==> src/inc/trrc_pkg.sv <==
// Package of constants and types for the transmit retry and rate control block
package trrc_pkg;

	// Register byte offsets
	localparam logic [7:0] TRRC_CFG_OFS = 8'h00;
	localparam logic [7:0] TRRC_RETRY_OFS = 8'h04;
	localparam logic [7:0] TRRC_BURST_OFS = 8'h08;
	localparam logic [7:0] TRRC_MSGIV_OFS = 8'h0c;
	localparam logic [7:0] TRRC_STATUS_OFS = 8'h10;
	localparam logic [7:0] TRRC_DROPS_OFS = 8'h14;
	localparam logic [7:0] TRRC_REQ_OFS = 8'h18;

	// CFG fields
	localparam int TRRC_CFG_AM_EN_BIT = 0;
	localparam int TRRC_CFG_SWR_EN_BIT = 1;
	localparam int TRRC_CFG_BURST_EN_BIT = 2;
	localparam int TRRC_CFG_MAXLVL_LSB = 4;
	localparam int TRRC_CFG_WEIGHT_LSB = 8;
	// RETRY fields
	localparam int TRRC_RETRY_HW_LSB = 0;
	localparam int TRRC_RETRY_SW_LSB = 4;

	// Reset values and legal limits
	localparam logic TRRC_AM_EN_RST = 1'b1;
	localparam logic TRRC_SWR_EN_RST = 1'b0;
	localparam logic TRRC_BURST_EN_RST = 1'b1;
	localparam logic [2:0] TRRC_MAXLVL_RST = 3'h7;
	localparam logic signed [6:0] TRRC_WEIGHT_RST = 7'sh05;
	localparam logic signed [6:0] TRRC_WEIGHT_MIN = -7'sh01;
	localparam logic signed [6:0] TRRC_WEIGHT_MAX = 7'sh20;
	localparam logic [3:0] TRRC_HW_RETRY_RST = 4'ha;
	localparam logic [3:0] TRRC_HW_RETRY_MIN = 4'h1;
	localparam logic [3:0] TRRC_SW_RETRY_RST = 4'h3;
	localparam logic [3:0] TRRC_SW_RETRY_MAX = 4'he;
	localparam logic [3:0] TRRC_BURST_MS_RST = 4'h5;
	localparam logic [3:0] TRRC_BURST_MS_MIN = 4'h1;
	localparam logic [3:0] TRRC_BURST_MS_MAX = 4'ha;
	localparam logic [11:0] TRRC_MSGIV_S_RST = 12'h004;
	localparam logic [11:0] TRRC_MSGIV_S_MIN = 12'h001;
	localparam logic [11:0] TRRC_MSGIV_S_MAX = 12'he10;

	// Timing
	localparam int TRRC_CLK_MHZ = 100;
	localparam int TRRC_MS_NS = 1000000;
	localparam int TRRC_CLK_NS = 1000 / TRRC_CLK_MHZ;
	localparam int TRRC_MS_CYCLES = TRRC_MS_NS / TRRC_CLK_NS;

	// Peer SNR must beat the local average by more than this before the level steps up
	localparam logic [7:0] TRRC_SNR_UP_MARGIN = 8'h02;

	typedef enum logic [3:0] {
		TRRC_IDLE = 4'b0001,
		TRRC_SEND = 4'b0010,
		TRRC_WAIT = 4'b0100,
		TRRC_DONE = 4'b1000
	} trrc_state_t;

endpackage : trrc_pkg

==> src/hdl/trrc_core.sv <==
// Transmit retry, modulation and burst control with AXI4-Lite configuration
`timescale 1ns/10ps
// Behaviour
// History weight -1..32, default 5; -1 makes average equal the newest SNR.
// Larger weight gives the previous average more influence; updated per data frame.
// Average received SNR goes out in every modulation information message.
// Without software retries, drop frame when failed retransmissions reach the hardware limit.
// During a burst, shorten spacing and send frames back to back, no contention.
// Burst enabled by default; burst length 1..10 ms, default 5 ms.
// First attempt of each new frame uses the decided modulation level.
// Hardware retransmissions keep the same level, up to the hardware retry limit.
// With software retries on, an exhausted frame is requeued at the tail; the code also requires adaptive modulation on, and drops the frame otherwise.
// Requeue also moves all other queued frames for the same destination.
// Each new retrial sequence takes a fresh level and up to the hardware limit.
// At most the configured software retrial sequences (0..14, default 3), then drop.
// Adaptive level varies between 1 and configured maximum; maximum 1 fixes it.
// Software retry setting resets disabled; level changes between sequences only when on.
// Information messages spaced by at least 1..3600 s, default 4 s.
// Decision uses peer SNR report, time since last send, and success history.
// Software configuring the block should keep software retries off while burst is on.
// Adaptive modulation off sends at the configured maximum, default level 7.
// New average = (weight*average + sample) / (weight+1), per received data frame.
module trrc_core
	import trrc_pkg::*;
#(
	parameter int unsigned SEC_CYCLES = 100000000
) (
	input wire logic aclk,
	input wire logic aresetn,
	input wire logic clk_en,
	// AXI4-Lite slave
	input wire logic [7:0] s_axi_awaddr,
	input wire logic s_axi_awvalid,
	output logic s_axi_awready,
	input wire logic [31:0] s_axi_wdata,
	input wire logic [3:0] s_axi_wstrb,
	input wire logic s_axi_wvalid,
	output logic s_axi_wready,
	output logic [1:0] s_axi_bresp,
	output logic s_axi_bvalid,
	input wire logic s_axi_bready,
	input wire logic [7:0] s_axi_araddr,
	input wire logic s_axi_arvalid,
	output logic s_axi_arready,
	output logic [31:0] s_axi_rdata,
	output logic [1:0] s_axi_rresp,
	output logic s_axi_rvalid,
	input wire logic s_axi_rready,
	// Received data frame SNR
	input wire logic rx_snr_valid,
	input wire logic [7:0] rx_snr,
	// SNR report from the peer
	input wire logic peer_snr_valid,
	input wire logic [7:0] peer_snr,
	// Frame from the transmit queue
	input wire logic frame_valid,
	output logic frame_ready,
	input wire logic [47:0] frame_dest,
	// Radio transmitter
	output logic tx_start,
	output logic [2:0] tx_level,
	output logic tx_short_ifs,
	output logic tx_no_contend,
	input wire logic tx_done,
	input wire logic tx_acked,
	// Frame fate: sent, dropped, or requeued with all same-destination frames
	output logic frame_sent,
	output logic frame_drop,
	output logic requeue_req,
	output logic [47:0] requeue_dest,
	// Information message to peer
	output logic info_msg_valid,
	output logic [7:0] info_msg_snr,
	input wire logic info_msg_ready
);

	////////////////////////////////////////////////////////////////////////////////
	// Configuration registers

	logic am_en_reg;
	logic swr_en_reg;
	logic burst_en_reg;
	logic [2:0] max_level_reg;
	logic signed [6:0] weight_reg;
	logic [3:0] hw_limit_reg;
	logic [3:0] sw_limit_reg;
	logic [3:0] burst_ms_reg;
	logic [11:0] msg_iv_reg;
	logic [15:0] drops_reg;
	logic [7:0] avg_snr_reg;
	logic [2:0] level_reg;
	logic [3:0] sw_count_reg;

	logic aw_done_reg;
	logic w_done_reg;
	logic [7:0] awaddr_reg;
	logic [31:0] wdata_reg;
	logic wr_fire;
	logic [31:0] wr_val;

	assign s_axi_awready = !aw_done_reg && !s_axi_bvalid;
	assign s_axi_wready = !w_done_reg && !s_axi_bvalid;
	assign s_axi_arready = !s_axi_rvalid;
	assign wr_fire = aw_done_reg && w_done_reg && !s_axi_bvalid;
	assign wr_val = wdata_reg;

	always_ff @(posedge aclk) begin
		if (!aresetn) begin
			aw_done_reg <= 1'b0;
			w_done_reg <= 1'b0;
			awaddr_reg <= 8'h00;
			wdata_reg <= 32'h00000000;
			s_axi_bvalid <= 1'b0;
			s_axi_bresp <= 2'h0;
		end else if (clk_en) begin
			if (s_axi_awvalid && s_axi_awready) begin
				aw_done_reg <= 1'b1;
				awaddr_reg <= s_axi_awaddr;
			end
			if (s_axi_wvalid && s_axi_wready) begin
				w_done_reg <= 1'b1;
				// Partial strobes are honoured per lane against zero
				for (int i = 0; i < 4; i++) begin
					wdata_reg[i*8 +: 8] <= s_axi_wstrb[i] ? s_axi_wdata[i*8 +: 8] : 8'h00;
				end
			end
			if (wr_fire) begin
				aw_done_reg <= 1'b0;
				w_done_reg <= 1'b0;
				s_axi_bvalid <= 1'b1;
				s_axi_bresp <= (awaddr_reg <= TRRC_REQ_OFS && awaddr_reg[1:0] == 2'h0) ?
					2'h0 : 2'h2;
			end else if (s_axi_bready) begin
				s_axi_bvalid <= 1'b0;
			end
		end
	end

	// Out-of-range values are ignored so the settings stay legal
	always_ff @(posedge aclk) begin
		if (!aresetn) begin
			am_en_reg <= TRRC_AM_EN_RST;
			swr_en_reg <= TRRC_SWR_EN_RST;
			burst_en_reg <= TRRC_BURST_EN_RST;
			max_level_reg <= TRRC_MAXLVL_RST;
			weight_reg <= TRRC_WEIGHT_RST;
			hw_limit_reg <= TRRC_HW_RETRY_RST;
			sw_limit_reg <= TRRC_SW_RETRY_RST;
			burst_ms_reg <= TRRC_BURST_MS_RST;
			msg_iv_reg <= TRRC_MSGIV_S_RST;
		end else if (clk_en && wr_fire) begin
			unique case (awaddr_reg)
				TRRC_CFG_OFS: begin
					am_en_reg <= wr_val[TRRC_CFG_AM_EN_BIT];
					swr_en_reg <= wr_val[TRRC_CFG_SWR_EN_BIT];
					burst_en_reg <= wr_val[TRRC_CFG_BURST_EN_BIT];
					if (wr_val[TRRC_CFG_MAXLVL_LSB +: 3] != 3'h0)
						max_level_reg <= wr_val[TRRC_CFG_MAXLVL_LSB +: 3];
					if ($signed(wr_val[TRRC_CFG_WEIGHT_LSB +: 7]) >= TRRC_WEIGHT_MIN &&
						$signed(wr_val[TRRC_CFG_WEIGHT_LSB +: 7]) <= TRRC_WEIGHT_MAX)
						weight_reg <= $signed(wr_val[TRRC_CFG_WEIGHT_LSB +: 7]);
				end
				TRRC_RETRY_OFS: begin
					if (wr_val[TRRC_RETRY_HW_LSB +: 4] >= TRRC_HW_RETRY_MIN)
						hw_limit_reg <= wr_val[TRRC_RETRY_HW_LSB +: 4];
					if (wr_val[TRRC_RETRY_SW_LSB +: 4] <= TRRC_SW_RETRY_MAX)
						sw_limit_reg <= wr_val[TRRC_RETRY_SW_LSB +: 4];
				end
				TRRC_BURST_OFS: begin
					if (wr_val[3:0] >= TRRC_BURST_MS_MIN && wr_val[3:0] <= TRRC_BURST_MS_MAX)
						burst_ms_reg <= wr_val[3:0];
				end
				TRRC_MSGIV_OFS: begin
					if (wr_val[11:0] >= TRRC_MSGIV_S_MIN && wr_val[11:0] <= TRRC_MSGIV_S_MAX)
						msg_iv_reg <= wr_val[11:0];
				end
				default: begin
				end
			endcase
		end
	end

	always_ff @(posedge aclk) begin
		if (!aresetn) begin
			s_axi_rvalid <= 1'b0;
			s_axi_rdata <= 32'h00000000;
			s_axi_rresp <= 2'h0;
		end else if (clk_en) begin
			if (s_axi_arvalid && s_axi_arready) begin
				s_axi_rvalid <= 1'b1;
				s_axi_rresp <= 2'h0;
				unique case (s_axi_araddr)
					TRRC_CFG_OFS: s_axi_rdata <= {17'h00000, weight_reg, 1'b0, max_level_reg,
						1'b0, burst_en_reg, swr_en_reg, am_en_reg};
					TRRC_RETRY_OFS: s_axi_rdata <= {24'h000000, sw_limit_reg, hw_limit_reg};
					TRRC_BURST_OFS: s_axi_rdata <= {28'h0000000, burst_ms_reg};
					TRRC_MSGIV_OFS: s_axi_rdata <= {20'h00000, msg_iv_reg};
					TRRC_STATUS_OFS: s_axi_rdata <= {9'h000, sw_count_reg, level_reg, avg_snr_reg,
						8'h00};
					TRRC_DROPS_OFS: s_axi_rdata <= {16'h0000, drops_reg};
					TRRC_REQ_OFS: s_axi_rdata <= 32'h00000000;
					default: begin
						s_axi_rdata <= 32'h00000000;
						s_axi_rresp <= 2'h2;
					end
				endcase
			end else if (s_axi_rready) begin
				s_axi_rvalid <= 1'b0;
			end
		end
	end

	////////////////////////////////////////////////////////////////////////////////
	// Average SNR

	logic [13:0] avg_num;
	logic [5:0] avg_den;
	assign avg_num = 14'(weight_reg[5:0]) * 14'(avg_snr_reg) + 14'(rx_snr);
	assign avg_den = 6'(weight_reg[5:0]) + 6'h01;

	always_ff @(posedge aclk) begin
		if (!aresetn) begin
			avg_snr_reg <= 8'h00;
		end else if (clk_en && rx_snr_valid) begin
			if (weight_reg < 7'sh00)
				avg_snr_reg <= rx_snr;
			else
				avg_snr_reg <= 8'(avg_num / 14'(avg_den));
		end
	end

	////////////////////////////////////////////////////////////////////////////////
	// Modulation decision from peer SNR, idle time and success history

	logic [7:0] peer_snr_reg;
	logic [3:0] fail_hist_reg;
	logic [2:0] decided_level;
	logic stale_link;
	logic [31:0] idle_cnt_reg;

	assign stale_link = idle_cnt_reg >= SEC_CYCLES;

	always_comb begin
		decided_level = max_level_reg;
		if (am_en_reg) begin
			decided_level = level_reg;
			if (fail_hist_reg[1:0] == 2'b11 || stale_link) begin
				if (level_reg > 3'h1)
					decided_level = level_reg - 3'h1;
			end else if (fail_hist_reg == 4'h0 &&
				9'(peer_snr_reg) > 9'(avg_snr_reg) + 9'(TRRC_SNR_UP_MARGIN) &&
				level_reg < max_level_reg) begin
				decided_level = level_reg + 3'h1;
			end
			if (decided_level > max_level_reg)
				decided_level = max_level_reg;
			if (decided_level == 3'h0)
				decided_level = 3'h1;
		end
	end

	////////////////////////////////////////////////////////////////////////////////
	// Transmit sequencer

	trrc_state_t state_reg;
	logic [3:0] hw_count_reg;
	logic [47:0] dest_reg;
	logic [31:0] burst_cnt_reg;
	logic burst_live;
	logic seq_exhausted;

	assign frame_ready = (state_reg == TRRC_IDLE);
	assign seq_exhausted = hw_count_reg >= hw_limit_reg;
	assign burst_live = burst_en_reg && burst_cnt_reg != 32'h0;
	assign tx_short_ifs = burst_live;
	assign tx_no_contend = burst_live;

	always_ff @(posedge aclk) begin
		if (!aresetn) begin
			state_reg <= TRRC_IDLE;
			hw_count_reg <= 4'h0;
			sw_count_reg <= 4'h0;
			dest_reg <= 48'h000000000000;
			level_reg <= TRRC_MAXLVL_RST;
			tx_level <= TRRC_MAXLVL_RST;
			tx_start <= 1'b0;
			frame_sent <= 1'b0;
			frame_drop <= 1'b0;
			requeue_req <= 1'b0;
			requeue_dest <= 48'h000000000000;
			fail_hist_reg <= 4'h0;
			drops_reg <= 16'h0000;
		end else if (clk_en) begin
			tx_start <= 1'b0;
			frame_sent <= 1'b0;
			frame_drop <= 1'b0;
			requeue_req <= 1'b0;
			unique case (state_reg)
				TRRC_IDLE: begin
					if (frame_valid) begin
						dest_reg <= frame_dest;
						hw_count_reg <= 4'h0;
						sw_count_reg <= 4'h0;
						level_reg <= am_en_reg ? decided_level : max_level_reg;
						state_reg <= TRRC_SEND;
					end
				end
				TRRC_SEND: begin
					tx_start <= 1'b1;
					tx_level <= level_reg;
					state_reg <= TRRC_WAIT;
				end
				TRRC_WAIT: begin
					if (tx_done) begin
						fail_hist_reg <= {fail_hist_reg[2:0], !tx_acked};
						if (tx_acked) begin
							frame_sent <= 1'b1;
							state_reg <= TRRC_DONE;
						end else if (!seq_exhausted) begin
							hw_count_reg <= hw_count_reg + 4'h1;
							state_reg <= TRRC_SEND;
						end else if (am_en_reg && swr_en_reg && sw_count_reg < sw_limit_reg) begin
							requeue_req <= 1'b1;
							requeue_dest <= dest_reg;
							sw_count_reg <= sw_count_reg + 4'h1;
							hw_count_reg <= 4'h0;
							level_reg <= decided_level;
							state_reg <= TRRC_SEND;
						end else begin
							frame_drop <= 1'b1;
							drops_reg <= drops_reg + 16'h0001;
							state_reg <= TRRC_DONE;
						end
					end
				end
				TRRC_DONE: begin
					state_reg <= TRRC_IDLE;
				end
				default: state_reg <= TRRC_IDLE;
			endcase
		end
	end

	// Burst window opens on a send and closes after the burst period
	always_ff @(posedge aclk) begin
		if (!aresetn) begin
			burst_cnt_reg <= 32'h0;
			idle_cnt_reg <= 32'h0;
			peer_snr_reg <= 8'h00;
		end else if (clk_en) begin
			if (tx_start && burst_cnt_reg == 32'h0)
				burst_cnt_reg <= 32'(burst_ms_reg) * 32'(TRRC_MS_CYCLES);
			else if (burst_cnt_reg != 32'h0)
				burst_cnt_reg <= burst_cnt_reg - 32'h1;
			if (tx_start)
				idle_cnt_reg <= 32'h0;
			else if (!stale_link)
				idle_cnt_reg <= idle_cnt_reg + 32'h1;
			if (peer_snr_valid)
				peer_snr_reg <= peer_snr;
		end
	end

	////////////////////////////////////////////////////////////////////////////////
	// Information message pacing

	logic [31:0] sec_cnt_reg;
	logic [11:0] iv_cnt_reg;

	always_ff @(posedge aclk) begin
		if (!aresetn) begin
			sec_cnt_reg <= 32'h0;
			iv_cnt_reg <= 12'h000;
			info_msg_valid <= 1'b0;
			info_msg_snr <= 8'h00;
		end else if (clk_en) begin
			if (info_msg_valid) begin
				if (info_msg_ready) begin
					info_msg_valid <= 1'b0;
					iv_cnt_reg <= 12'h000;
					sec_cnt_reg <= 32'h0;
				end
			end else if (iv_cnt_reg >= msg_iv_reg) begin
				info_msg_valid <= 1'b1;
				info_msg_snr <= avg_snr_reg;
			end else if (sec_cnt_reg >= SEC_CYCLES - 1) begin
				sec_cnt_reg <= 32'h0;
				iv_cnt_reg <= iv_cnt_reg + 12'h001;
			end else begin
				sec_cnt_reg <= sec_cnt_reg + 32'h1;
			end
		end
	end

endmodule : trrc_core

==> config.mk <==
export PLATFORM = sky130hd
export DESIGN_NAME = trrc_core
export DESIGN_NICKNAME = d
export VERILOG_FILES = /design/src/inc/trrc_pkg.sv /design/src/hdl/trrc_core.sv
export SDC_FILE = /design/constraint.sdc
export NUM_CORES = 1
export LEC_CHECK = 0
export BUFFER_PORTS_ARGS = -buffer_cell sky130_fd_sc_hd__buf_4
export CAP_MARGIN = 20
export CORE_UTILIZATION = 25
export DETAILED_ROUTE_END_ITERATION = 10
export GPL_TIMING_DRIVEN = 0
export PLACE_DENSITY = 0.51
export SLEW_MARGIN = 5
export SYNTH_ARGS = -nofsm -noshare
export SYNTH_HDL_FRONTEND = slang
export SYNTH_SLANG_ARGS = --single-unit
==> constraint.sdc <==
create_clock -name aclk -period 53 [get_ports aclk]
set_input_delay 5.3 -clock aclk [delete_from_list [all_inputs] [get_ports aclk]]
set_output_delay 5.3 -clock aclk [all_outputs]
set_load 0.01 [all_outputs]
# After elaboration in Yosys (flattened, before gate mapping)
# Index checks and enable logic that the tools add are counted.
# classes
addsub	12
div_mod_pow	1
n_mul	2
n_mux	75
n_bitwise	3
n_reduce_logical	70
n_eq_ne	22
n_lt_le_gt_ge	18
# ops
op	n
$mux W32	8
$pmux W23 S6	1
$add A32 B1 Y32 const B	2
$ge A32 B27 Y1 const B	2
$mux W4	14
$mux W12	4
$mux W3	14
$reduce_and A3 Y1	11
$eq A8 B4 Y1 const B	4
$logic_not A32 Y1	1
$reduce_bool A32 Y1	1
$sub A32 B1 Y32 const B	1
$reduce_and A2 Y1	13
$mux W1	25
$eq A8 B5 Y1 const B	3
$logic_and A1 B1 Y1	19
$reduce_and A6 Y1	3
$add A16 B1 Y16 const B	1
$eq A8 B3 Y1 const B	2
$logic_not A8 Y1	2
$mul A4 B12 Y16 const B	1
$mux W8	2
$pmux W4 S2	2
$add A14 B8 Y14	1
45 further kinds	66
# totals
in_bits	130
word_cells	242
ff_bits	371

# Depth between registers and ports, before layout
# Gate-level depths: netlist of run 1.
# logic_depth
word_depth	18
ltp_mapped	146
depth_no_buf	141

# Worst setup path before layout of run 1
# Ideal clock, no wire load.
# synth_path
path_type	input-to-reg
startpoint	in rx_snr[3]
endpoint	reg avg_snr_reg[0]
path_slack_ns	23.569
required_ns	52.868
arrival_time_ns	29.299
cell_stages	130
cell_sequence	inv_1 > fa_1 > inv_1 > ha_1 > a211oi_1 > o211a_1 > o32ai_1 > nor2_1 > inv_1 > ha_1 > o21ai_0 > nor2_1 > nor2_1 > a21oi_1 > ha_1 > or3_1 > nand3_1 > a21boi_0 > [94 not listed] > o21a_1 > nor2_1 > nand3_1 > nor4_4 > nand3_2 > nor2_1 > a21oi_1 > ha_1 > o31a_1 > o21ai_0 > nand2b_1 > a21oi_1 > nor2b_1 > o21ai_0 > o311ai_0 > a31oi_1 > a41o_1 > o211ai_1
# synth_via
elab_chain_cells	3
# synth_rtl
item	line_no	rtl
start: declaration	trrc_core.sv:51	input wire logic [7:0] rx_snr,
$add A14 B8 Y14	trrc_core.sv:218	assign avg_num = 14'(weight_reg[5:0]) * 14'(avg_snr_reg) + 14'(rx_snr);
$div A14 B6 Y14	trrc_core.sv:228	avg_snr_reg <= 8'(avg_num / 14'(avg_den));
$mux W8	trrc_core.sv:225	if (weight_reg < 7'sh00)
end signal: assignment	trrc_core.sv:226	avg_snr_reg <= rx_snr;
end signal: assignment	trrc_core.sv:228	
end: declaration	trrc_core.sv:90	logic [7:0] avg_snr_reg;
# Every way passes these cells.
# A chain may end at the register's enable or synchronous reset.

# Final worst setup path of run 1
# layout_path
startpoint	in rx_snr[6]
endpoint	reg avg_snr_reg[0]
# The elaborated chain is that of the path after synthesis.

==> results_dict.tcl, run 1 <==
set metrics [dict create \
    fmax_mhz 29.7 \
    crit_arrival_ns 34.11 \
    grt.overflow.total 0 \
    synthArstFlopShare_pct 0 \
    hold_violations 0 \
    worstPathMaxFanout 10 \
    cts_max_level 2 \
    place_hpwl_um 57200 \
    start_kind "input port" \
    synth_top_family_by_area "simple AND/OR/NAND/NOR gates" \
    track_usage_pct 15.3 \
    synth_edf_count 0 \
    antenna_found_initial 6 \
    route.detailed.drc 0 \
    ys.flop_type "dfxtp_1" \
    routedWlPerCell_um 17.0 \
    required_ns 53.41 \
    synth_compound_area_share_pct 19.5 \
    tns_ns 0 \
    die_area_sq_um 92300 \
    maxCapViolations 0 \
    die_h_um 304 \
    yosysSeqAreaShare_pct 31.6 \
    via_count 20500 \
    critPathMaxStageDelay_ns 0.64 \
    synth_fa_ha_area_share_pct 11.8 \
    cts_root_buffer "clkbuf_16" \
    ys_ff_latch 360 \
    fin_ws_ns 19.30 \
    grt_pass1_vias 19400 \
    worstSetupPathType "input port to flop" \
    ys_warn_count 0 \
    hold_path.class "flop to flop" \
    fin_skew_ns 0.0225 \
    finalMaxSlewViolations 0 \
    endpoint_kind "flop" \
    rows 110 \
    die_x_um 304 \
    use_met3_pct 3.48 \
    gp_congestion 0.870 \
    final_nets 3392 \
    dr.pass1.iters 6 \
    cts_tree "yes" \
    fin_crit_sh_pct 63.6 \
    muxShareOfSynthArea_pct 3.37 \
    postRouteAntennaNets 0 \
    status "finished, final reports clean" \
    post_synth_xor_area_fraction_pct 4.88 \
    ioPinCount 238 \
    cts_made_buffers 42 \
    synthSimpleGateAreaFrac_pct 24.7 \
    slowest_stage "a211oi_1" \
    grt-busiest-layer "met2" \
    grt.met1_usage_pct 20.8 \
    dp_worst_setup_slack_ns 19.03 \
    slew_headroom_pct 32.4 \
    layout-drive-gt1-share_pct 11.2 \
    syn_avg_cell_area_sq_um 8.12 \
    worst-path-buf-inv 7 \
    cts.reportedPaths.clkPinSlew_ns 0.06 \
    core_sq_um 90100 \
    met2_usage_pct 24.4 \
    syn2layout_area_growth_pct 19.6 \
    tightest_slew_ns 1.01 \
    synthCells 2805 \
    grt_max_degree 22 \
    clock-sinks 360 \
    routed_wirelength_um 72800 \
    yosysUniqueCellTypes 99 \
    cts-resized-gates 0 \
    cpLargestDelayFamily "compound AO/OA/AOI/OAI gates" \
    clkLatencyLatePin_ns 0.57 \
    post_cts_buffers 0 \
    cts_buffer_depth 3 \
    drtIter0Drc 1308 \
    setup_viol 0 \
    synthesis.area_sq_um 22800 \
    rsz0062_at_grt "false" \
    via_per_inst 4.79 \
    initial_core_util_pct 25.3 \
    io_buffers 204 \
    min_period_ns 33.70 \
    ctsHoldBuffers 0 \
    grt_pass1_wl_um 112000 \
]
==> stage by stage <==
step / util (%) / instances / hold WS [ns] / area [sq um]
after floorplan: - / 2815 / 0.432 / 22800
after global placement: 28.6 / 4195 / 0.450 / 25800
after detailed placement: 28.7 / 4197 / 0.457 / 25900
after CTS: 30.2 / 4273 / 0.465 / 27200
after global routing: 30.2 / 4274 / 0.475 / 27200
final: 30.2 / 4276 / 0.454 / 27200
==> cell usage after synthesis (5+ instances only) <==
master	instances	share of area, %
nand2_1	442	7.3
dfxtp_1	360	32
nor2_1	216	3.6
ha_1	165	9.1
a21boi_0	156	5.1
a21oi_1	129	2.8
clkbuf_1	111	1.8
o21ai_0	109	2.4
inv_1	103	1.7
and2_1	87	2.4
nand3_1	87	1.9
nor3_1	68	1.5
xor2_1	65	2.5
nor2b_1	64	1.8
xnor2_1	62	2.4
mux2i_1	50	2.2
o21a_1	38	1.3
and3_1	35	0.96
nand4_1	32	0.88
or3_1	32	0.88
fa_1	31	2.7
a21o_1	26	0.86
nand2b_1	19	0.52
a31oi_1	17	0.47
mux2_2	17	0.84
o211ai_1	16	0.53
nor4_1	15	0.41
buf_4	13	0.43
o31ai_1	13	0.43
o22ai_1	12	0.33
or4_1	12	0.40
a211oi_1	11	0.36
a22oi_1	11	0.36
or2_2	11	0.30
a222oi_1	9	0.40
a211o_1	8	0.31
and4_1	8	0.31
o21bai_1	8	0.26
nand3b_1	7	0.23
o211a_1	7	0.31
nand4b_1	6	0.23
buf_1	5	0.082
o21ai_1	5	0.11
==> worst min-delay path, stage by stage, from the launching register on <==
cell      delay (ns)
dfxtp_1         0.31
nand2_1         0.05
a21boi_0        0.06
==> placed cells by master, fill, tap and decap left out, types with 19 or more instances in the layout <==
cell type    n
nand3_1     87
a21o_1      26
fa_1        31
nor2b_1     64
and3_1      35
buf_4      217
inv_1      103
nor2_1     216
a21boi_0   156
xnor2_1     60
nand2b_1    19
clkbuf_1   126
o21a_1      38
ha_1       165
nand2_1    442
or3_1       32
clkbuf_16   42
a21oi_1    129
mux2i_1     50
nor3_1      68
and2_1      87
xor2_1      64
dfxtp_1    360
o21ai_0    109
nand4_1     32
==> final timing paths <==
path / from / end / slack, ns / cells past startpoint
max: rx_snr[6] / avg_snr_reg[0] / 19.30 / 130
min reg2reg: dest_reg[33] / requeue_dest[33] / 0.45 / 2
min: dest_reg[33] / requeue_dest[33] / 0.45 / 2
max reg2reg: weight_reg[0] / avg_snr_reg[0] / 21.07 / 135
==> cell families (layout without fill, tap and decap cells) <==
logic type | count (synthesis) | count (layout)
multiplexers | 71 | 71
AND/OR/NAND/NOR | 1167 | 1167
XOR/XNOR | 127 | 127
flip-flops | 360 | 360
buffers and inverters | 236 | 519
AO/OA/AOI/OAI | 647 | 647
adder cells (fa/ha/maj) | 196 | 196
other | 1 | 13
==> layer usage <==
metal	share of wire (%)	wire, um
met3	6.7	4880
met4	2.1	1520
met1	47	34400
met5	0.037	27
met2	44	31900
==> cell type report <==
cell class                      instances  area [sq um]
Fill cell                            9733         62900
Multi-Input combinational cell       2219         14700
Sequential cell                       360          7210
Timing Repair Buffer                  207          1550
Tap cell                             1176          1470
Clock buffer                           64          1210
Buffer                                133           553
Inverter                              103           387
Clock inverter                         12           160
Antenna cell                            2          5.00
Power of run 1 is left out: the tool's default activity adds up to more than one toggle a clock period on the data nets, which glitch-free logic cannot reach.
==> run 2: changes to the inputs <==
--- a/config.mk
+++ b/config.mk
@@ -5,12 +5,13 @@
 export SDC_FILE = /design/constraint.sdc
 export NUM_CORES = 1
 export LEC_CHECK = 0
+export ABC_AREA = 1
 export BUFFER_PORTS_ARGS = -buffer_cell sky130_fd_sc_hd__buf_4
 export CAP_MARGIN = 20
 export CORE_UTILIZATION = 25
 export DETAILED_ROUTE_END_ITERATION = 10
 export GPL_TIMING_DRIVEN = 0
-export PLACE_DENSITY = 0.51
+export PLACE_DENSITY = 0.52
 export SLEW_MARGIN = 5
 export SYNTH_ARGS = -nofsm -noshare
 export SYNTH_HDL_FRONTEND = slang
==> constraint.sdc (replaced) <==
create_clock -name aclk -period 34.3 [get_ports aclk]
set_input_delay 3.43 -clock aclk [delete_from_list [all_inputs] [get_ports aclk]]
set_output_delay 3.43 -clock aclk [all_outputs]
set_load 0.01 [all_outputs]
==> results_dict.tcl, run 2 <==
set metrics [dict create \
    yosysSeqAreaShare_pct 32.5 \
    synth_most_common_cell "inv_1" \
    fin_crit_sh_pct 81.1 \
    clkLatencyLatePin_ns 0.57 \
    final_cell_mix "inv_1, nand2_1, dfxtp_1, a21oi_1, o21ai_0" \
    cts-resized-gates 0 \
    cpLargestDelayFamily "compound AO/OA/AOI/OAI gates" \
    via_count 20900 \
    core_sq_um 87300 \
    io_buffers 205 \
    final_nets 3686 \
    die_x_um 300 \
    final_common_cell "inv_1" \
    dr.pass1.iters 7 \
    instances_no_fill 4544 \
    die_h_um 300 \
    cts_max_level 2 \
    rsz0062_at_grt "false" \
    start_kind "input port" \
    cts_root_buffer "clkbuf_16" \
    place_hpwl_um 55300 \
    worst-path-buf-inv 27 \
    critPathMostFrequentCell "nand2_1" \
    use_met3_pct 4.08 \
    status "finished, final reports clean" \
    grt.overflow.total 0 \
    grt_pass1_wl_um 109000 \
    postRouteAntennaNets 0 \
    ys_ff_latch 360 \
    cts_buffer_depth 3 \
    tightest_slew_ns 1.16 \
    die_area_sq_um 90000 \
    synthesis.area_sq_um 22200 \
    track_usage_pct 15.3 \
    drtIter0Drc 1154 \
    yosysUniqueCellTypes 70 \
    critPathMaxStageDelay_ns 0.54 \
    slew_headroom_pct 22.5 \
    cts_made_buffers 42 \
    maxCapViolations 0 \
    initial_core_util_pct 25.4 \
    yosysTopAreaCellShare_pct 32.5 \
    fmax_mhz 35.9 \
    required_ns 34.70 \
    clock-sinks 360 \
    grt_max_degree 20 \
    gp_congestion 0.851 \
    met2_usage_pct 24.2 \
    finalMaxSlewViolations 0 \
    endpoint_kind "flop" \
    synthCells 3097 \
    dp_cells 4471 \
    grt-busiest-layer "met2" \
    routedWlPerCell_um 15.4 \
    ctsHoldBuffers 0 \
    min_period_ns 27.82 \
    crit_arrival_ns 28.22 \
    antenna_found_initial 1 \
    syn_avg_cell_area_sq_um 7.17 \
    worstPathMaxFanout 10 \
    tns_ns 0 \
    synthArstFlopShare_pct 0 \
    layout-drive-gt1-share_pct 11.4 \
    ioPinCount 238 \
    cts.reportedPaths.clkPinSlew_ns 0.06 \
    slowest_stage "fa_1" \
    yosysTopAreaCell "dfxtp_1" \
    ys_warn_count 0 \
    routed_wirelength_um 70100 \
    grt_pass1_vias 19500 \
    syn2layout_area_growth_pct 20.2 \
    hold_path.class "flop to flop" \
    setup_viol 0 \
    synth_edf_count 0 \
    ys.flop_type "dfxtp_1" \
    worstSetupPathType "input port to flop" \
    post_cts_buffers 0 \
    synthTopCellsByArea "dfxtp_1, ha_1, inv_1, nand2_1, a21oi_1" \
    fin_skew_ns 0.0210 \
    synthTopCellsByCount "inv_1, nand2_1, dfxtp_1" \
    antenna_cells 0 \
    route.detailed.drc 0 \
    cts_tree "yes" \
    grt.met1_usage_pct 20.6 \
    hold_violations 0 \
    via_per_inst 4.60 \
    rows 108 \
]
[run 2: changes by cell type after synthesis, sizes merged, moves of 41 or more]
cell | previous run | this run
nor2b | 64 | 0
and2 | 87 | 3
o21ai | 115 | 316
nand2 | 443 | 484
inv | 103 | 486
a21oi | 132 | 334
nor2 | 216 | 261
a21boi | 160 | 2
mux2i | 52 | 1
nand3 | 88 | 151
[run 2: area by class of cell]
type | instances | area [sq um]
fillers | 9637 | 60600
flip-flops and latches | 360 | 7210
well taps | 1155 | 1450
repair buffers | 209 | 1580
clock buffers | 60 | 1210
plain buffers | 110 | 472
inverters | 490 | 1840
clock inverters | 13 | 194
multi-input cells | 2147 | 12700
[run 2: final timing paths]
check | from | end | slack [ns] | cells after the start
setup / recovery | rx_snr[3] | avg_snr_reg[0] | 6.48 | 171
hold / removal | idle_cnt_reg[30] | idle_cnt_reg[30] | 0.44 | 2
setup reg to reg | weight_reg[0] | avg_snr_reg[0] | 6.54 | 178
hold reg to reg | idle_cnt_reg[30] | idle_cnt_reg[30] | 0.44 | 2
[run 2: kinds of logic (layout without fill, tap and decap cells)]
group,count (synthesis),count (layout),synth area share (%)
AOI/OAI and AO/OA,799,799,20.0
other,1,11,0.0169
muxes,1,1,0.0451
DFF,360,360,32.5
buffers and inverters,600,882,10.4
and+or+nand+nor,1059,1059,21.8
xor gates and xnor gates,81,81,3.20
adders and majority gates,196,196,12.1
[run 2: worst reg2reg max path, delay by kind of cell, from the launching register on]
family,cells,cell delay [ns]
and+or+nand+nor,80,8.70
DFF,1,0.82
AOI/OAI and AO/OA,51,8.75
buffers and inverters,28,2.87
adders and majority gates,19,6.45
[run 2: routing by layer]
metal  wire [um]  vias to the layer above
met5          13                        -
met4        1360                        2
met3        5100                       75
met2       30700                      470
met1       32900                     9579
li1            -                    10800
[run 2: per-stage QoR]
| stage | area, sq um | hold WS, ns | worst slack, ns | util [%] |
|---|---|---|---|---|
| final | 26700 | 0.439 | 6.48 | 30.6 |
| after global routing | 26700 | 0.457 | 3.25 | 30.6 |
| after CTS | 26700 | 0.442 | 6.25 | 30.6 |
| after global placement | 25200 | 0.429 | 5.70 | 28.9 |
| after detailed placement | 25300 | 0.431 | 5.72 | 29.0 |
| after floorplan | 22200 | 0.419 | 9.19 | - |
Power of run 2 is left out for the same reason.
